[config.mk]
export PLATFORM = sky130hd
export DESIGN_NAME = option_regs_top
export DESIGN_NICKNAME = d
export VERILOG_FILES = /design/src/design/opt_pkg.sv /design/src/design/opt_byte_if.sv /design/src/design/option_regs_top.sv /design/src/design/write_once_byte.sv
export SDC_FILE = /design/constraint.sdc
export NUM_CORES = 1
export LEC_CHECK = 0
export ABC_AREA = 1
export BUFFER_PORTS_ARGS = -buffer_cell sky130_fd_sc_hd__buf_4
export CAP_MARGIN = 25
export CORE_MARGIN = 2
export CORE_UTILIZATION = 50
export DETAILED_ROUTE_END_ITERATION = 10
export PLACE_DENSITY_LB_ADDON = 0.1
export SYNTH_ARGS = -nofsm -noshare
export SYNTH_HDL_FRONTEND = slang
export SYNTH_SLANG_ARGS = --single-unit
[constraint.sdc]
create_clock -name ref_clk -period 1.6 [get_ports ref_clk]
set_input_delay 0.08 -clock ref_clk [delete_from_list [all_inputs] [get_ports ref_clk]]
set_output_delay 0.08 -clock ref_clk [all_outputs]
set_load 0.01 [all_outputs]
[src/design/opt_pkg.sv]
// Purpose: shared constants for the write-once option register block
// Assumes: AXI4-Lite with 32-bit data, one aligned word per register
// Notes:   printed offsets are register indices; byte address = 4 * index
package opt_pkg;
   // register indices and byte addresses
   localparam logic [7:0]  IDX_B     = 8'h1E;
   localparam logic [7:0]  IDX_A     = 8'h1F;
   localparam logic [7:0]  IDX_STAT  = 8'h20;
   localparam logic [31:0] ADDR_B    = {22'h000000, IDX_B, 2'b00};
   localparam logic [31:0] ADDR_A    = {22'h000000, IDX_A, 2'b00};
   localparam logic [31:0] ADDR_STAT = {22'h000000, IDX_STAT, 2'b00};

   // option_register_a fields
   localparam int BIT_WDOG_DIS  = 0;
   localparam int BIT_STOP_EN   = 1;
   localparam int BIT_SHORT_REC = 2;
   localparam int BIT_TRIP      = 3;
   localparam int BIT_LVM_PWRD  = 4;
   localparam int BIT_LVM_RSTD  = 5;
   localparam int BIT_LVM_STOP  = 6;
   localparam int BIT_WDOG_RATE = 7;

   // option_register_b fields
   localparam int BIT_SCI_SRC  = 0;
   localparam int BIT_OSC_STOP = 1;
   localparam int BIT_TB_DIV   = 2;
   localparam int BIT_CAN_EN   = 3;

   // status fields
   localparam int STAT_A_USED    = 0;
   localparam int STAT_B_USED    = 1;
   localparam int STAT_TRIP_USED = 2;
   localparam int STAT_STOPPED   = 3;
   localparam int STAT_RECOVER   = 4;

   localparam logic [7:0] RESET_VAL   = 8'h00;
   localparam logic [7:0] IMPL_A      = 8'hFF;
   localparam logic [7:0] IMPL_B      = 8'h0F;
   localparam logic [7:0] KEEP_A      = 8'h08;
   localparam logic [7:0] KEEP_B      = 8'h00;

   // stop recovery, in oscillator clock cycles
   localparam logic [12:0] SHORT_REC_CYC = 13'h0020;
   localparam logic [12:0] LONG_REC_CYC  = 13'h1000;
   localparam logic [12:0] CNT_ONE       = 13'h0001;

   // extra timebase prescaler, divide by 128
   localparam logic [6:0] TB_DIV_LAST = 7'h7F;
   localparam logic [6:0] TB_DIV_ONE  = 7'h01;

   localparam logic [1:0] RESP_OKAY   = 2'b00;
   localparam logic [1:0] RESP_SLVERR = 2'b10;

   typedef enum logic [1:0] {
      ST_RUN     = 2'b00,
      ST_STOPPED = 2'b01,
      ST_RECOVER = 2'b11
   } stop_state_t;
endpackage

[src/design/opt_byte_if.sv]
// Purpose: link between the bus front end and one write-once byte
// Assumes: single clock, wrEn is a one-cycle pulse
// Notes:   used covers the ordinary bits, keepUsed the power-on-only bits
`timescale 1ns/1ps
interface opt_byte_if;
   logic       wrEn;
   logic [7:0] wrData;
   logic [7:0] value;
   logic       used;
   logic       keepUsed;

   modport ctrl  (output wrEn, wrData, input value, used, keepUsed);
   modport store (input wrEn, wrData, output value, used, keepUsed);
endinterface

[src/design/option_regs_top.sv]
// Purpose: write-once option registers on AXI4-Lite, with option decode
// Assumes: ref_clk 40 MHz; oscClkEn and tbSrcEn are one-cycle enables
// Notes:   options are plain flip-flops and are lost on any reset, except the supply trip bit, which survives rst
//
// Chosen here: the AXI4-Lite interface to the registers.
`timescale 1ns/1ps

// Overview of operation
// RL1: each option register takes only the first write after a reset.
// RL2: reset clears all option bits, except the supply trip bit.
// RL3: the two registers sit at consecutive indices and read at any time.
// RL4: the supply trip bit is written once after power-on reset only.
// RL5: options live in ordinary flip-flops, not in program memory.
// RL6: one bit picks a short or long stop recovery in oscillator cycles.
// RL7: bits enable the watchdog and pick its timeout period.
// RL8: bits control the low voltage monitor and its trip point.
// RL9: one bit keeps the oscillator running in stop mode.
// RL10: one bit inserts a divide-by-128 stage before the timebase clock.
// RL11: software should write both registers right after every reset.
// RL12: with stop disabled the stop instruction is an illegal opcode.
// RL13: watchdog_disable set turns the watchdog off, clear lets it run.
// RL14: writes after the single write are ignored without error.
// RL15: the write-used flag sets on the first write and clears on reset.
module option_regs_top (
   // clock and resets
   input  wire logic        ref_clk,
   input  wire logic        rst,
   input  wire logic        porRst,
   // axi4-lite write address
   input  wire logic [31:0] s_axi_awaddr,
   input  wire logic        s_axi_awvalid,
   output logic             s_axi_awready,
   // axi4-lite write data
   input  wire logic [31:0] s_axi_wdata,
   input  wire logic [3:0]  s_axi_wstrb,
   input  wire logic        s_axi_wvalid,
   output logic             s_axi_wready,
   // axi4-lite write response
   output logic [1:0]       s_axi_bresp,
   output logic             s_axi_bvalid,
   input  wire logic        s_axi_bready,
   // axi4-lite read
   input  wire logic [31:0] s_axi_araddr,
   input  wire logic        s_axi_arvalid,
   output logic             s_axi_arready,
   output logic [31:0]      s_axi_rdata,
   output logic [1:0]       s_axi_rresp,
   output logic             s_axi_rvalid,
   input  wire logic        s_axi_rready,
   // core events
   input  wire logic        stopReq,
   input  wire logic        wakeReq,
   input  wire logic        oscClkEn,
   input  wire logic        tbSrcEn,
   // stop control
   output logic             stopGrant,
   output logic             illegalOpcode,
   output logic             stopMode,
   output logic             recoveryDone,
   output logic             oscRun,
   // timebase
   output logic             tbTickEn,
   // watchdog
   output logic             watchdogEnable,
   output logic             watchdogShortTimeout,
   // low voltage monitor
   output logic             lvmEnable,
   output logic             lvmResetEnable,
   output logic             supplyTripHigh,
   // other options
   output logic             sciClockBus,
   output logic             canEnable
);
   import opt_pkg::*;

   logic        anyRst;
   logic        awHeld_r;
   logic [31:0] awAddr_r;
   logic        wHeld_r;
   logic [31:0] wData_r;
   logic [3:0]  wStrb_r;
   logic        bValid_r;
   logic [1:0]  bResp_r;
   logic        rValid_r;
   logic [31:0] rData_r;
   logic [1:0]  rResp_r;
   logic        wrDo;
   logic        hitA;
   logic        hitB;
   logic        arHs;
   logic [7:0]  statVal;
   logic [7:0]  optA;
   logic [7:0]  optB;

   stop_state_t state_r;
   stop_state_t state_nxt;
   logic [12:0] recCnt_r;
   logic [6:0]  tbDiv_r;

   opt_byte_if ifA ();
   opt_byte_if ifB ();

   assign anyRst = rst | porRst;

   // option storage: plain flip-flops, cleared by reset, except the trip bit, which only porRst clears
   write_once_byte #(
      .IMPL_MASK (IMPL_A),
      .KEEP_MASK (KEEP_A)
   ) u_opt_a ( // RL5
      .ref_clk (ref_clk),
      .rst     (rst),
      .porRst  (porRst),
      .port    (ifA.store)
   );

   write_once_byte #(
      .IMPL_MASK (IMPL_B),
      .KEEP_MASK (KEEP_B)
   ) u_opt_b ( // RL5
      .ref_clk (ref_clk),
      .rst     (rst),
      .porRst  (porRst),
      .port    (ifB.store)
   );

   assign optA = ifA.value;
   assign optB = ifB.value;

   // ---------------- write channel ----------------
   assign s_axi_awready = ~awHeld_r;
   assign s_axi_wready  = ~wHeld_r;
   assign wrDo          = awHeld_r & wHeld_r & ~bValid_r;
   assign hitA          = (awAddr_r == ADDR_A);
   assign hitB          = (awAddr_r == ADDR_B);

   always_ff @(posedge ref_clk) begin
      if (anyRst) begin
         awHeld_r <= 1'b0;
         awAddr_r <= 32'h00000000;
      end else if (s_axi_awvalid && !awHeld_r) begin
         awHeld_r <= 1'b1;
         awAddr_r <= s_axi_awaddr;
      end else if (wrDo) begin
         awHeld_r <= 1'b0;
      end
   end

   always_ff @(posedge ref_clk) begin
      if (anyRst) begin
         wHeld_r <= 1'b0;
         wData_r <= 32'h00000000;
         wStrb_r <= 4'h0;
      end else if (s_axi_wvalid && !wHeld_r) begin
         wHeld_r <= 1'b1;
         wData_r <= s_axi_wdata;
         wStrb_r <= s_axi_wstrb;
      end else if (wrDo) begin
         wHeld_r <= 1'b0;
      end
   end

   // the byte lane must carry the data for the write to count
   assign ifA.wrEn   = wrDo & hitA & wStrb_r[0]; // RL15
   assign ifB.wrEn   = wrDo & hitB & wStrb_r[0]; // RL15
   assign ifA.wrData = wData_r[7:0];
   assign ifB.wrData = wData_r[7:0];

   // a spent option register still answers okay
   always_ff @(posedge ref_clk) begin
      if (anyRst) begin
         bValid_r <= 1'b0;
         bResp_r  <= RESP_OKAY;
      end else if (wrDo) begin
         bValid_r <= 1'b1;
         bResp_r  <= (hitA || hitB) ? RESP_OKAY : RESP_SLVERR; // RL14
      end else if (s_axi_bready) begin
         bValid_r <= 1'b0;
      end
   end

   assign s_axi_bvalid = bValid_r;
   assign s_axi_bresp  = bResp_r;

   // ---------------- read channel ----------------
   assign s_axi_arready = ~rValid_r;
   assign arHs          = s_axi_arvalid & ~rValid_r;

   always_comb begin
      statVal                 = 8'h00;
      statVal[STAT_A_USED]    = ifA.used;
      statVal[STAT_B_USED]    = ifB.used;
      statVal[STAT_TRIP_USED] = ifA.keepUsed;
      statVal[STAT_STOPPED]   = (state_r == ST_STOPPED);
      statVal[STAT_RECOVER]   = (state_r == ST_RECOVER);
   end

   // reads are never blocked by the write-once state
   always_ff @(posedge ref_clk) begin
      if (anyRst) begin
         rValid_r <= 1'b0;
         rData_r  <= 32'h00000000;
         rResp_r  <= RESP_OKAY;
      end else if (arHs) begin
         rValid_r <= 1'b1;
         rResp_r  <= RESP_OKAY;
         case (s_axi_araddr)
            ADDR_A:    rData_r <= {24'h000000, optA}; // RL3
            ADDR_B:    rData_r <= {24'h000000, optB}; // RL3
            ADDR_STAT: rData_r <= {24'h000000, statVal};
            default: begin
               rData_r <= 32'h00000000;
               rResp_r <= RESP_SLVERR;
            end
         endcase
      end else if (s_axi_rready) begin
         rValid_r <= 1'b0;
      end
   end

   assign s_axi_rvalid = rValid_r;
   assign s_axi_rdata  = rData_r;
   assign s_axi_rresp  = rResp_r;

   // ---------------- stop mode sequencing ----------------
   always_comb begin
      state_nxt = state_r;
      case (state_r)
         ST_RUN: begin
            if (stopReq && optA[BIT_STOP_EN]) begin
               state_nxt = ST_STOPPED; // RL12
            end
         end
         ST_STOPPED: begin
            if (wakeReq) begin
               state_nxt = ST_RECOVER;
            end
         end
         ST_RECOVER: begin
            if (oscClkEn && recCnt_r == CNT_ONE) begin
               state_nxt = ST_RUN;
            end
         end
         default: state_nxt = ST_RUN;
      endcase
   end

   always_ff @(posedge ref_clk) begin
      if (anyRst) begin
         state_r <= ST_RUN;
      end else begin
         state_r <= state_nxt;
      end
   end

   // recovery counts oscillator enables down from the chosen delay
   always_ff @(posedge ref_clk) begin
      if (anyRst) begin
         recCnt_r <= LONG_REC_CYC;
      end else if (state_r == ST_STOPPED && wakeReq) begin
         recCnt_r <= optA[BIT_SHORT_REC] ? SHORT_REC_CYC
                                         : LONG_REC_CYC; // RL6
      end else if (state_r == ST_RECOVER && oscClkEn) begin
         recCnt_r <= recCnt_r - CNT_ONE; // RL6
      end
   end

   always_ff @(posedge ref_clk) begin
      if (anyRst) begin
         stopGrant     <= 1'b0;
         illegalOpcode <= 1'b0;
         recoveryDone  <= 1'b0;
      end else begin
         stopGrant     <= (state_r == ST_RUN) & stopReq &
                          optA[BIT_STOP_EN]; // RL12
         illegalOpcode <= (state_r == ST_RUN) & stopReq &
                          ~optA[BIT_STOP_EN]; // RL12
         recoveryDone  <= (state_r == ST_RECOVER) & oscClkEn &
                          (recCnt_r == CNT_ONE); // RL6
      end
   end

   // ---------------- timebase prescaler ----------------
   // stage holds its count when bypassed, so a later enable resumes mid-way
   always_ff @(posedge ref_clk) begin
      if (anyRst) begin
         tbDiv_r  <= 7'h00;
         tbTickEn <= 1'b0;
      end else if (tbSrcEn && optB[BIT_TB_DIV]) begin
         tbDiv_r  <= tbDiv_r + TB_DIV_ONE; // RL10
         tbTickEn <= (tbDiv_r == TB_DIV_LAST); // RL10
      end else begin
         tbTickEn <= tbSrcEn; // RL10
      end
   end

   // ---------------- option decode ----------------
   always_ff @(posedge ref_clk) begin
      if (anyRst) begin
         stopMode <= 1'b0;
         oscRun   <= 1'b1;
      end else begin
         stopMode <= (state_nxt != ST_RUN);
         oscRun   <= (state_nxt != ST_STOPPED) | optB[BIT_OSC_STOP]; // RL9
      end
   end

   always_ff @(posedge ref_clk) begin
      if (anyRst) begin
         watchdogEnable       <= 1'b0;
         watchdogShortTimeout <= 1'b0;
      end else begin
         watchdogEnable       <= ~optA[BIT_WDOG_DIS]; // RL7 RL13
         watchdogShortTimeout <= optA[BIT_WDOG_RATE]; // RL7
      end
   end

   // monitor runs in stop only when its stop bit allows it
   always_ff @(posedge ref_clk) begin
      if (anyRst) begin
         lvmEnable      <= 1'b0;
         lvmResetEnable <= 1'b0;
         supplyTripHigh <= 1'b0;
      end else begin
         lvmEnable      <= ~optA[BIT_LVM_PWRD] &
                           ((state_nxt != ST_STOPPED) |
                            optA[BIT_LVM_STOP]); // RL8
         lvmResetEnable <= ~optA[BIT_LVM_RSTD]; // RL8
         supplyTripHigh <= optA[BIT_TRIP]; // RL8
      end
   end

   always_ff @(posedge ref_clk) begin
      if (anyRst) begin
         sciClockBus <= 1'b0;
         canEnable   <= 1'b0;
      end else begin
         sciClockBus <= optB[BIT_SCI_SRC];
         canEnable   <= optB[BIT_CAN_EN];
      end
   end
endmodule

[src/design/write_once_byte.sv]
// Purpose: one byte of write-once option latches
// Assumes: rst and porRst synchronous, active high
// Notes:   bits in KEEP_MASK survive rst and re-arm on porRst only
`timescale 1ns/1ps
module write_once_byte #(
   parameter logic [7:0] IMPL_MASK = 8'hFF,
   parameter logic [7:0] KEEP_MASK = 8'h00
) (
   // clock and resets
   input wire logic         ref_clk,
   input wire logic         rst,
   input wire logic         porRst,
   // towards the bus front end
   opt_byte_if.store        port
);
   import opt_pkg::*;

   logic [7:0] value_r;
   logic       used_r;
   logic       keepUsed_r;
   logic [7:0] wrMask;

   // a spent write leaves its bits alone with no error
   assign wrMask = IMPL_MASK & ((used_r ? 8'h00 : ~KEEP_MASK) |
                                (keepUsed_r ? 8'h00 : KEEP_MASK)); // RL14

   always_ff @(posedge ref_clk) begin
      if (porRst) begin
         value_r <= RESET_VAL; // RL2
      end else if (rst) begin
         value_r <= value_r & KEEP_MASK; // RL2 RL4
      end else if (port.wrEn) begin
         value_r <= (value_r & ~wrMask) | (port.wrData & wrMask); // RL1
      end
   end

   always_ff @(posedge ref_clk) begin
      if (rst || porRst) begin
         used_r <= 1'b0; // RL15
      end else if (port.wrEn) begin
         used_r <= 1'b1; // RL15
      end
   end

   // only power-on re-arms the power-on-only bits
   always_ff @(posedge ref_clk) begin
      if (porRst) begin
         keepUsed_r <= 1'b0; // RL4
      end else if (port.wrEn) begin
         keepUsed_r <= 1'b1; // RL15
      end
   end

   assign port.value    = value_r;
   assign port.used     = used_r;
   assign port.keepUsed = keepUsed_r;
endmodule

======== After elaboration in Yosys (flattened, before gate mapping) ========
Cells that the tools add are included.
cells by class
  bitwise operators ....................... 34
  equal/unequal tests ..................... 10
  add/sub/neg operators ................... 2
  multiplexer cells ....................... 21
  reduce and logical (&&, ||, !) cells .... 21
operators with widths
  operator                                                              count
  32-bit by 7-bit == test with 1-bit output, second input constant      4
  13-bit two-way mux                                                    3
  32-bit by 8-bit == test with 1-bit output, second input constant      1
  8-bit bitwise AND                                                     3
  8-bit OR                                                              3
  8-bit case mux with 3 select lines                                    1
  1-bit bitwise AND                                                     13
  13-bit by 1-bit == test with 1-bit output, second input constant      1
  13-bit by 1-bit subtractor with 13-bit output, second input constant  1
  2-bit nonzero test                                                    6
  2-bit two-way mux                                                     5
  1-bit NOT                                                             9
  8-bit by 4-bit bitwise AND with 8-bit output                          1
  1-bit two-way mux                                                     8
  4-bit two-way mux                                                     2
  8-bit two-way mux                                                     1
  4-bit NOT with 8-bit output                                           1
  8-bit NOT                                                             1
  7-bit by 1-bit adder with 7-bit output, second input constant         1
  7-bit == test, second input constant                                  1
  1-bit logical AND                                                     7
  2-bit case mux with 3 select lines                                    1
  1-bit OR                                                              3
  3-bit OR reduction                                                    1
  other kinds (8)                                                       10
storage, ports and cells
  register bits ........................... 135
  output and inout bits ................... 54

======== Depth between registers and ports, before layout ========
Gate-level depths: netlist of run 1.
  depth after elaboration ................. 7
  mapped depth ............................ 10
  depth with buffers taken out ............ 9

======== Hierarchy ========
From an unflattened synthesis of run 1, not the netlist that was laid out.
second synthesis, totals
  cell total of the unflattened synthesis .. 655
  area total of the unflattened synthesis .. 4739.5 um2
modules (own cells, without submodules)
  module                      cells an instance  area each (um2)  seq. area each (um2)  times used
  option_regs_top             570                4113.9           1801.7                1
  write_once_byte at u_opt_a  47                 359.1            200.2                 1
  write_once_byte at u_opt_b  38                 266.5            120.1                 1

======== Worst setup path after synthesis of run 1 ========
No wires, ideal clock.
  path type ............................... register to register
  from .................................... register awAddr_r[0]
  to ...................................... register bResp_r[1], in the netlist s_axi_bresp[1]
  library setup time ...................... 134 ps
  setup slack ............................. 276 ps
  period minus slack after synthesis ...... 1324 ps
  data arrival time ....................... 1190 ps
  path buffers ............................ 1
  required time ........................... 1466 ps
  cell stages (with the launch flop) ...... 9
  cell sequence ........................... dfxtp_1 or2_4 nor3_2 nand2_1 nor2_4 buf_6 nor2_1 nand2_1 a21oi_1
between the ends
  word-level cells in the longest chain between the ends .. 3
  elaborated cells between the ends (all ways) .. 4
  those cells by class .................... eq/ne: 2; mux: 1; reduce/logical: 1
ends and longest elaborated chain
  element                                                       RTL line                                        source
  start: declaration                                            option_regs_top.sv:78                           logic [31:0] awAddr_r;
  start signal: assignment                                      option_regs_top.sv:142                          awAddr_r <= s_axi_awaddr;
  32-bit by 7-bit == test with 1-bit output (on tied branches)  option_regs_top.sv:133, option_regs_top.sv:134
  1-bit logical OR (*)                                          option_regs_top.sv:175                          bResp_r <= (hitA || hitB) ? RESP_OKAY : RESP_SLVERR;
  2-bit two-way mux (*)                                         option_regs_top.sv:175
  end signal: assignment                                        option_regs_top.sv:175
  end: declaration                                              option_regs_top.sv:83                           logic [1:0] bResp_r;
Every way passes the cells marked *; elsewhere a longest branch is shown, timed or not.
A chain may end at the register's enable or synchronous reset.

==> results of run 1 <==
==> through the flow <==
stage | hold slack, ns | area (sq um) | util, % | power, mW
floorplan | 0.1424 | 4867 | - | 3.051
global placement | 0.2850 | 5678 | 61.45 | 3.248
detailed placement | 0.2866 | 5678 | 61.45 | 3.260
CTS | 0.004623 | 6307 | 68.26 | 4.930
global route | 0.01113 | 6337 | 68.59 | 5.107
finish | 0.002378 | 6337 | 68.59 | 4.895
==> worst reg2reg max path: stages (launching register included) <==
cell,delay (ns)
dfxtp_1,0.33
or2_4,0.26
nor3_2,0.16
nand2_1,0.10
nor2_4,0.13
buf_12,0.14
nand3_4,0.10
nand2_1,0.08
inv_1,0.04
nor2_1,0.08
==> synth_stat cells (2+ instances only) <==
cell type and instances:
nand2_2 4, a21oi_1 44, nor3_1 4, inv_2 4
clkbuf_1 14, buf_4 28, nand3_1 27, nand4_1 16
clkinv_1 3, nor2_1 135, nor4_1 2, buf_1 2
nand3_4 2, nor3_2 3, ha_1 3, nor2_4 4
o21a_1 2, o21ai_0 61, o2111ai_1 2, dfxtp_1 105
a21oi_2 2, inv_1 94, nand2_1 100
==> what timing repair did <==
item                                   4_1_cts  5_1_grt
hold buffers                                44        0
endpoints found under the hold margin       46        0
setup buffers                                0        1
gates resized for setup                      0        5
setup endpoints to repair                    0       11
==> worst paths after layout <==
check        cells past startpoint  slack [ns]                 endpoint                startpoint
max                              9        0.12                 register  awAddr_r[0]$_SDFFE_PP0P_
min                              3       0.002  wStrb_r[0]$_SDFFE_PP0P_            s_axi_wstrb[0]
max reg2reg                      9        0.12                 register  awAddr_r[0]$_SDFFE_PP0P_
min reg2reg                      2        0.46  wData_r[5]$_SDFFE_PP0P_   wData_r[5]$_SDFFE_PP0P_
==> final cells by class <==
cell class	count	area share, %
inverter	101	5.982
timing repair buffer	167	21.92
sequential	105	33.17
multi-input combinational	449	33.41
clock inverter	4	0.8490
tap	129	2.547
clock buffer	12	2.132
==> power groups by stage <==
stage | logic [mW] | registers, mW | clock network, mW
after floorplan | 0.294 | 2.76 | 0
after global placement | 0.495 | 2.75 | 0
after detailed placement | 0.504 | 2.76 | 0
after CTS | 0.591 | 2.70 | 1.64
after global routing | 0.663 | 2.70 | 1.74
final | 0.598 | 2.70 | 1.60
==> kinds of logic after synthesis <==
group / synth area share, %
AO/OA/AOI/OAI: 12.48
XOR/XNOR: 0.1835
adder cells (fa/ha/maj): 0.7865
buffers and inverters: 13.94
flip-flops: 44.04
other: 0.07856
AND/OR/NAND/NOR: 28.49
==> layer usage <==
layer,part of all wire [%],GRT usage (%),vias to the layer above
li1,-,-,2387
met1,44,26.19,1997
met2,49,37.15,130
met3,5.3,3.520,11
met4,1.2,7.900,0
met5,0,0,-
==> flow_metrics.tcl, run 1 <==
set metrics [dict create \
    status "complete, no violations" \
    place_hpwl_mm 7.676 \
    ff_latch_area_sq_mm 0.002102 \
    final-max-slew-violation-count 0 \
    synth_cells 676 \
    worst_slack_ns 0.1170 \
    power_frac_seq_pct 55.1 \
    cp-end-kind "register" \
    setup_tns_ns 0 \
    path_buf_inv 2 \
    h-tree-depth 3 \
    drtIter0Drc 147 \
    gr-total-overflow 0 \
    p_per_area_mw_per_mm2 772.4 \
    p_leak_nw 2.889 \
    synth.area.top_cells "dfxtp_1, nor2_1, nand2_1, inv_1, o21ai_0" \
    multi_input_area_sq_mm 0.002117 \
    synth_area_sq_mm 0.004773 \
    diodes 0 \
    final-hold-violation-count 0 \
    yosysWarnings 0 \
    fin_nets 948 \
    drc 0 \
    synth_edf_count 0 \
    cts_made_buffers 9 \
    cts-root-buf "clkbuf_8" \
    dieArea_sq_mm 0.01034 \
    wire_per_inst_um 11.17 \
    cts_buffer_depth 2 \
    arrival_ns 1.80 \
    io_pins 166 \
    fin_cells 967 \
    power_frac_comb_pct 12.2 \
    fmax_mhz 674.3 \
    dp_cells 906 \
    coreArea_sq_mm 0.009240 \
    switchingPower_mw 1.185 \
    grt_usage_pct 21.24 \
    routed_wl_mm 10.81 \
    die_h_um 101.7 \
    post-route-period-util_pct 92.69 \
    num_rows 35 \
    async_flop_share_pct 0 \
    power_frac_clock_pct 32.7 \
    most-common-layout-cells "nor2_1, buf_4, dfxtp_1" \
    final_antenna_net_count 0 \
    finalWeightedCongestion 0.8252 \
    cts_tree "built" \
    crit_family "simple AND/OR/NAND/NOR gates" \
    hold_path.class "in -> reg" \
    worst-setup-path-type "reg -> reg" \
    antenna_found_initial 0 \
    cap_violations 0 \
    synth_top_area_share_pct 44.04 \
    required_ns 1.92 \
    grt_pass1_vias 4110 \
    grt_pass1_wl_mm 17.62 \
    synth_cell_type_count 38 \
    place_ws_ns 0.05099 \
    cp-start-kind "register" \
    ir_worst_vdd_mv 0.5011 \
    crit_slowest_cell "dfxtp_1" \
    period_minus_slack_ns 1.483 \
    synthFlopType "dfxtp_1" \
    max_stage_delay_ns 0.33 \
    setup_viol 0 \
    synth_seq_cells 105 \
    clkTransAtPathRegs_ns 0.10 \
    grt_max_degree 31 \
    crit_fanout 12 \
    crit_top_cell "nand2_1" \
    io_buffers 112 \
    skew_ns 0.01204 \
    vias_per_cell 4.679 \
    nFillCells 815 \
    vias 4525 \
    avgSynthCellArea_sq_um 7.061 \
    clk_latency_ns 0.37 \
    yosysTopAreaCell "dfxtp_1" \
    start_util_pct 51.66 \
    swShare_pct 24.21 \
    drt_pre_antenna_iters 4 \
    die_w_um 101.7 \
    clock_sinks 105 \
    layout-drive-gt1-share_pct 19.45 \
    ys_seq_area_share_pct 44.04 \
    final_common_cell "nor2_1" \
    power.internal_mw 3.710 \
    syn2layout_area_growth_pct 32.77 \
    crit_chain "or2_4 -> nor3_2 -> nand2_1 -> nor2_4 -> buf_12 -> nand3_4 -> nand2_1 -> inv_1 -> nor2_1" \
]
No activity file was read; power rests on OpenSTA's default activity.
==> run 2: changes to the inputs <==
--- a/config.mk
+++ b/config.mk
@@ -14,4 +14,5 @@
 export PLACE_DENSITY_LB_ADDON = 0.1
 export SYNTH_ARGS = -nofsm -noshare
 export SYNTH_HDL_FRONTEND = slang
+export SYNTH_HIERARCHICAL = 1
 export SYNTH_SLANG_ARGS = --single-unit
==> run 2 against run 1 <==
The flow now finishes with violations (setup timing). Final area grew 0.57%. Sequential share of layout area shrank 0.17 points. Critical path type unchanged. Largest power group unchanged. Global-route usage grew 1.1 points. Combinational power is essentially flat. Critical path depth grew 1. Non-clock buffer count grew 9. Synthesized cell count shrank 3.6%.
==> flow_metrics.tcl, run 2 <==
set metrics [dict create \
    power_frac_clock_pct 33.1 \
    final-hold-violation-count 0 \
    layout-drive-gt1-share_pct 22.28 \
    dieArea_sq_mm 0.01022 \
    die_h_um 101.1 \
    setup_tns_ns -1.509 \
    yosysWarnings 6 \
    report.power.total_mw 4.934 \
    grt_pass1_vias 4243 \
    hold_path_startpoint "s_axi_rready" \
    rrSetupSlack_ns -0.15 \
    period_minus_slack_ns 1.746 \
    crit_fanout 6 \
    num_rows 35 \
    most-common-layout-cells "nor2_1, buf_4, dfxtp_1" \
    drc 0 \
    cap_violations 0 \
    final_common_cell "nor2_1" \
    clk_latency_ns 0.37 \
    avgSynthCellArea_sq_um 7.227 \
    skew_ns 0.01640 \
    reg2regPathDepth 10 \
    power.internal_mw 3.755 \
    fin_nets 936 \
    status "finished, violations left" \
    setup_viol 12 \
    wire_per_inst_um 11.81 \
    nFillCells 775 \
    start_util_pct 51.24 \
    whs_ns 0.02692 \
    io_pins 166 \
    ir_worst_vdd_mv 0.6594 \
    die_w_um 101.1 \
    cp-start-kind "register" \
    p_per_area_mw_per_mm2 774.2 \
    coreArea_sq_mm 0.009196 \
    cts-root-buf "clkbuf_8" \
    grt_max_degree 32 \
    vias 4526 \
    switchingPower_mw 1.179 \
    grt_pass1_wl_mm 18.35 \
    hold_path_end "s_axi_rvalid$_SDFFE_PP0P_" \
    worst_slack_ns -0.1456 \
    diodes 0 \
    clock_sinks 105 \
    post-route-period-util_pct 109.1 \
    cts_buffer_depth 2 \
    cts_made_buffers 9 \
    gr-total-overflow 0 \
    h-tree-depth 3 \
    routed_wl_mm 11.06 \
    final-max-slew-violation-count 0 \
    antenna_found_initial 0 \
    cp-end-kind "register" \
    drtIter0Drc 143 \
    rr_startpoint "awAddr_r[23]$_SDFFE_PP0P_" \
    arrival_ns 2.05 \
    place_hpwl_mm 7.693 \
    synth_area_sq_mm 0.004712 \
    p_leak_nw 2.898 \
    cts_tree "built" \
    finalWeightedCongestion 0.7854 \
    final_antenna_net_count 0 \
    drt_pre_antenna_iters 4 \
    synth_cells 652 \
    syn2layout_area_growth_pct 35.26 \
    hold_path.class "in -> reg" \
    grt_usage_pct 22.32 \
    vias_per_cell 4.830 \
    violations "setup timing" \
    worst-setup-path-type "reg -> reg" \
    rsz0062_at_grt "yes" \
    swShare_pct 23.90 \
    io_buffers 112 \
    power_frac_seq_pct 54.7 \
    required_ns 1.90 \
    min_delay_path_depth 3 \
    clkTransAtPathRegs_ns 0.10 \
    fmax_mhz 572.9 \
    final_util_pct 69.31 \
    power_frac_comb_pct 12.2 \
]
==> run 2: cell type report <==
class                      count  area, sq um  share of cell area [%]
sequential                   105         2103                   33.00
multi-input combinational    452         2197                   34.47
clock buffer                  12        145.1                   2.277
timing repair buffer         176         1439                   22.58
clock inverter                 4        52.55                  0.8245
tap                          111        138.9                   2.179
inverter                      77        297.8                   4.672
==> run 2: worst max-delay path by stage <==
stage / from / endpoint
2_1_floorplan: wHeld_r$_SDFFE_PP0P_ / register
3_3_place_gp: awAddr_r[16]$_SDFFE_PP0P_ / register
3_5_place_dp: awAddr_r[16]$_SDFFE_PP0P_ / register
4_1_cts: awAddr_r[20]$_SDFFE_PP0P_ / register
5_1_grt: awAddr_r[23]$_SDFFE_PP0P_ / register
6_report: awAddr_r[23]$_SDFFE_PP0P_ / register
==> run 2: critical path, stage by stage, from the launching register on <==
cell     delay (ns)
dfxtp_2        0.34
nor4_2         0.26
buf_4          0.15
nand4_1        0.13
buf_4          0.19
nor4_4         0.11
buf_4          0.18
inv_4          0.04
nor2_4         0.11
nor2_1         0.05
nor2_1         0.10
==> run 2: routing by layer <==
layer | GRT usage (%) | part of all wire, % | vias to the layer above
met2 | 38.56 | 49 | 128
met3 | 4.716 | 4.7 | 26
met4 | 9.459 | 2.7 | 0
li1 | - | - | 2348
met5 | 0 | 0 | -
met1 | 26.77 | 43 | 2024
==> run 2: stage by stage <==
step,instance area [sq um],instances,worst slack [ns]
finish,6374,937,-0.1456
global route,6374,937,-0.2619
CTS,6330,936,-0.07651
detailed placement,5627,873,-0.1925
floorplan,4830,680,-0.03525
global placement,5627,873,-0.1743
==> run 2: repair_timing <==
item | in CTS | in global routing
hold buffers | 47 | 0
pin swaps | 1 | 8
setup buffers | 0 | 1
hold endpoints to repair | 48 | 0
setup endpoints to repair | 13 | 12
gates resized for setup | 11 | 10
==> run 2: power groups by stage <==
stage	clock network [mW]	registers [mW]	logic (mW)
floorplan	0	2.75	0.287
global placement	0	2.76	0.481
detailed placement	0	2.76	0.490
CTS	1.68	2.70	0.588
global route	1.78	2.71	0.668
finish	1.63	2.70	0.600
==> run 3: changes to the inputs <==
--- a/config.mk
+++ b/config.mk
@@ -5,12 +5,12 @@
 export SDC_FILE = /design/constraint.sdc
 export NUM_CORES = 1
 export LEC_CHECK = 0
-export ABC_AREA = 1
 export BUFFER_PORTS_ARGS = -buffer_cell sky130_fd_sc_hd__buf_4
 export CAP_MARGIN = 25
 export CORE_MARGIN = 2
-export CORE_UTILIZATION = 50
+export CORE_UTILIZATION = 49
 export DETAILED_ROUTE_END_ITERATION = 10
+export GPL_ROUTABILITY_DRIVEN = 0
 export PLACE_DENSITY_LB_ADDON = 0.1
 export SYNTH_ARGS = -nofsm -noshare
 export SYNTH_HDL_FRONTEND = slang
==> run 3 against run 2 <==
The flow still finishes with violations (setup timing). Combinational power decreased by 7.3%. Final cell count down 14%. Global-route usage decreased by 0.38 points. Utilization grew 1.8 points.
==> flow_metrics.tcl, run 3 <==
set metrics [dict create \
    status "finished, violations left" \
    violations "setup timing" \
    most-common-layout-cells "buf_4, nand2_1, dfxtp_1" \
    fin_cells 808 \
    cts_made_buffers 9 \
    vias 4014 \
    h-tree-depth 3 \
    drt_pre_antenna_iters 6 \
    routed_wl_mm 10.63 \
    synth_cells 517 \
    final-max-slew-violation-count 0 \
    layout-drive-gt1-share_pct 27.71 \
    dieArea_sq_mm 0.009895 \
    io_pins 166 \
    coreArea_sq_mm 0.008763 \
    cts_tree "built" \
    arrival_ns 2.24 \
    dp_cells 737 \
    rsz0062_at_grt "yes" \
    diodes 0 \
    worst_slack_ns -0.3878 \
    clk_latency_ns 0.37 \
    avgSynthCellArea_sq_um 8.640 \
    fin_nets 810 \
    place_area_sq_mm 0.005416 \
    required_ns 1.85 \
    crit_fanout 7 \
    cap_violations 0 \
    p_per_area_mw_per_mm2 769.3 \
    die_h_um 99.48 \
    gr-total-overflow 0 \
    fmax_mhz 503.1 \
    vias_per_cell 4.968 \
    p_leak_nw 2.596 \
    nFillCells 685 \
    die_w_um 99.48 \
    wire_per_inst_um 13.16 \
    hold_path.class "in -> reg" \
    place_ws_ns -0.4022 \
    yosysWarnings 6 \
    num_rows 34 \
    grt_pass1_wl_mm 17.77 \
    cts-root-buf "clkbuf_8" \
    place_hpwl_mm 7.500 \
    synth_area_sq_mm 0.004467 \
    post-route-period-util_pct 124.2 \
    grt_max_degree 35 \
    final_antenna_net_count 0 \
    final_common_cell "buf_4" \
    worst-setup-path-type "reg -> reg" \
    final-hold-violation-count 0 \
    ir_worst_vdd_mv 0.5387 \
    clkTransAtPathRegs_ns 0.10 \
    start_util_pct 50.97 \
    setup_tns_ns -4.355 \
    drc 0 \
    period_minus_slack_ns 1.988 \
    cp-start-kind "register" \
    report.power.total_mw 4.792 \
    io_buffers 112 \
    antenna_found_initial 0 \
    cts_buffer_depth 2 \
    whs_ns 0.04641 \
    cp-end-kind "register" \
    grt_pass1_vias 3909 \
    syn2layout_area_growth_pct 39.44 \
    setup_viol 15 \
    fin_area_sq_mm 0.006228 \
    skew_ns 0.01510 \
    clock_sinks 105 \
    final_util_pct 71.07 \
    drtIter0Drc 137 \
    grt_usage_pct 21.95 \
]
## run 3: final timing paths
kind,from,end,slack [ns],cells after the start
worst max register to register,awAddr_r[26]$_SDFFE_PP0P_,register,-0.39,7
worst min register to register,s_axi_rdata[7]$_SDFFE_PP0P_,s_axi_rdata[7]$_SDFFE_PP0P_,0.45,2
worst min-delay path,s_axi_arvalid,s_axi_rvalid$_SDFFE_PP0P_,0.05,3
worst max-delay path,awAddr_r[26]$_SDFFE_PP0P_,register,-0.39,7
## run 3: timing repair
action / CTS / global route
hold buffers: 48 / 0
endpoints found under the setup margin: 23 / 31
buffers inserted: 5 / 4
pin swaps: 14 / 16
hold endpoints to repair: 54 / 0
resized for setup: 8 / 15
## run 3: routing by layer
layer | global-route usage [%] | wire length (um) | up-vias
met5 | 0 | 0 | -
met4 | 5.796 | 117 | 0
met3 | 5.130 | 536 | 10
met2 | 38.67 | 5369 | 109
met1 | 26.99 | 4610 | 1835
li1 | - | - | 2060
## run 3: power by group
part	total, mW	internal [mW]	switching (mW)
Sequential	2.68	2.66	0.0272
Combinational	0.556	0.304	0.252
Clock	1.55	0.628	0.925
Total	4.79	3.59	1.20
## run 3: critical path, cell delays in order (launching register included)
cell and delay (ns):
dfxtp_1 0.32, nor4b_1 0.37, nand2_1 0.12, nor3_2 0.23, and4_1 0.25, nor2b_4 0.30
mux2i_1 0.22, nor2_1 0.06
## run 3: layout make-up
class                      count  area [sq um]  area share, %
clock buffer                  10         137.6          2.210
timing repair buffer         194          1584          25.43
sequential                   105          2110          33.87
clock inverter                 6         50.05         0.8035
tap                          108         135.1          2.170
inverter                      11         41.29         0.6629
multi-input combinational    374          2171          34.85
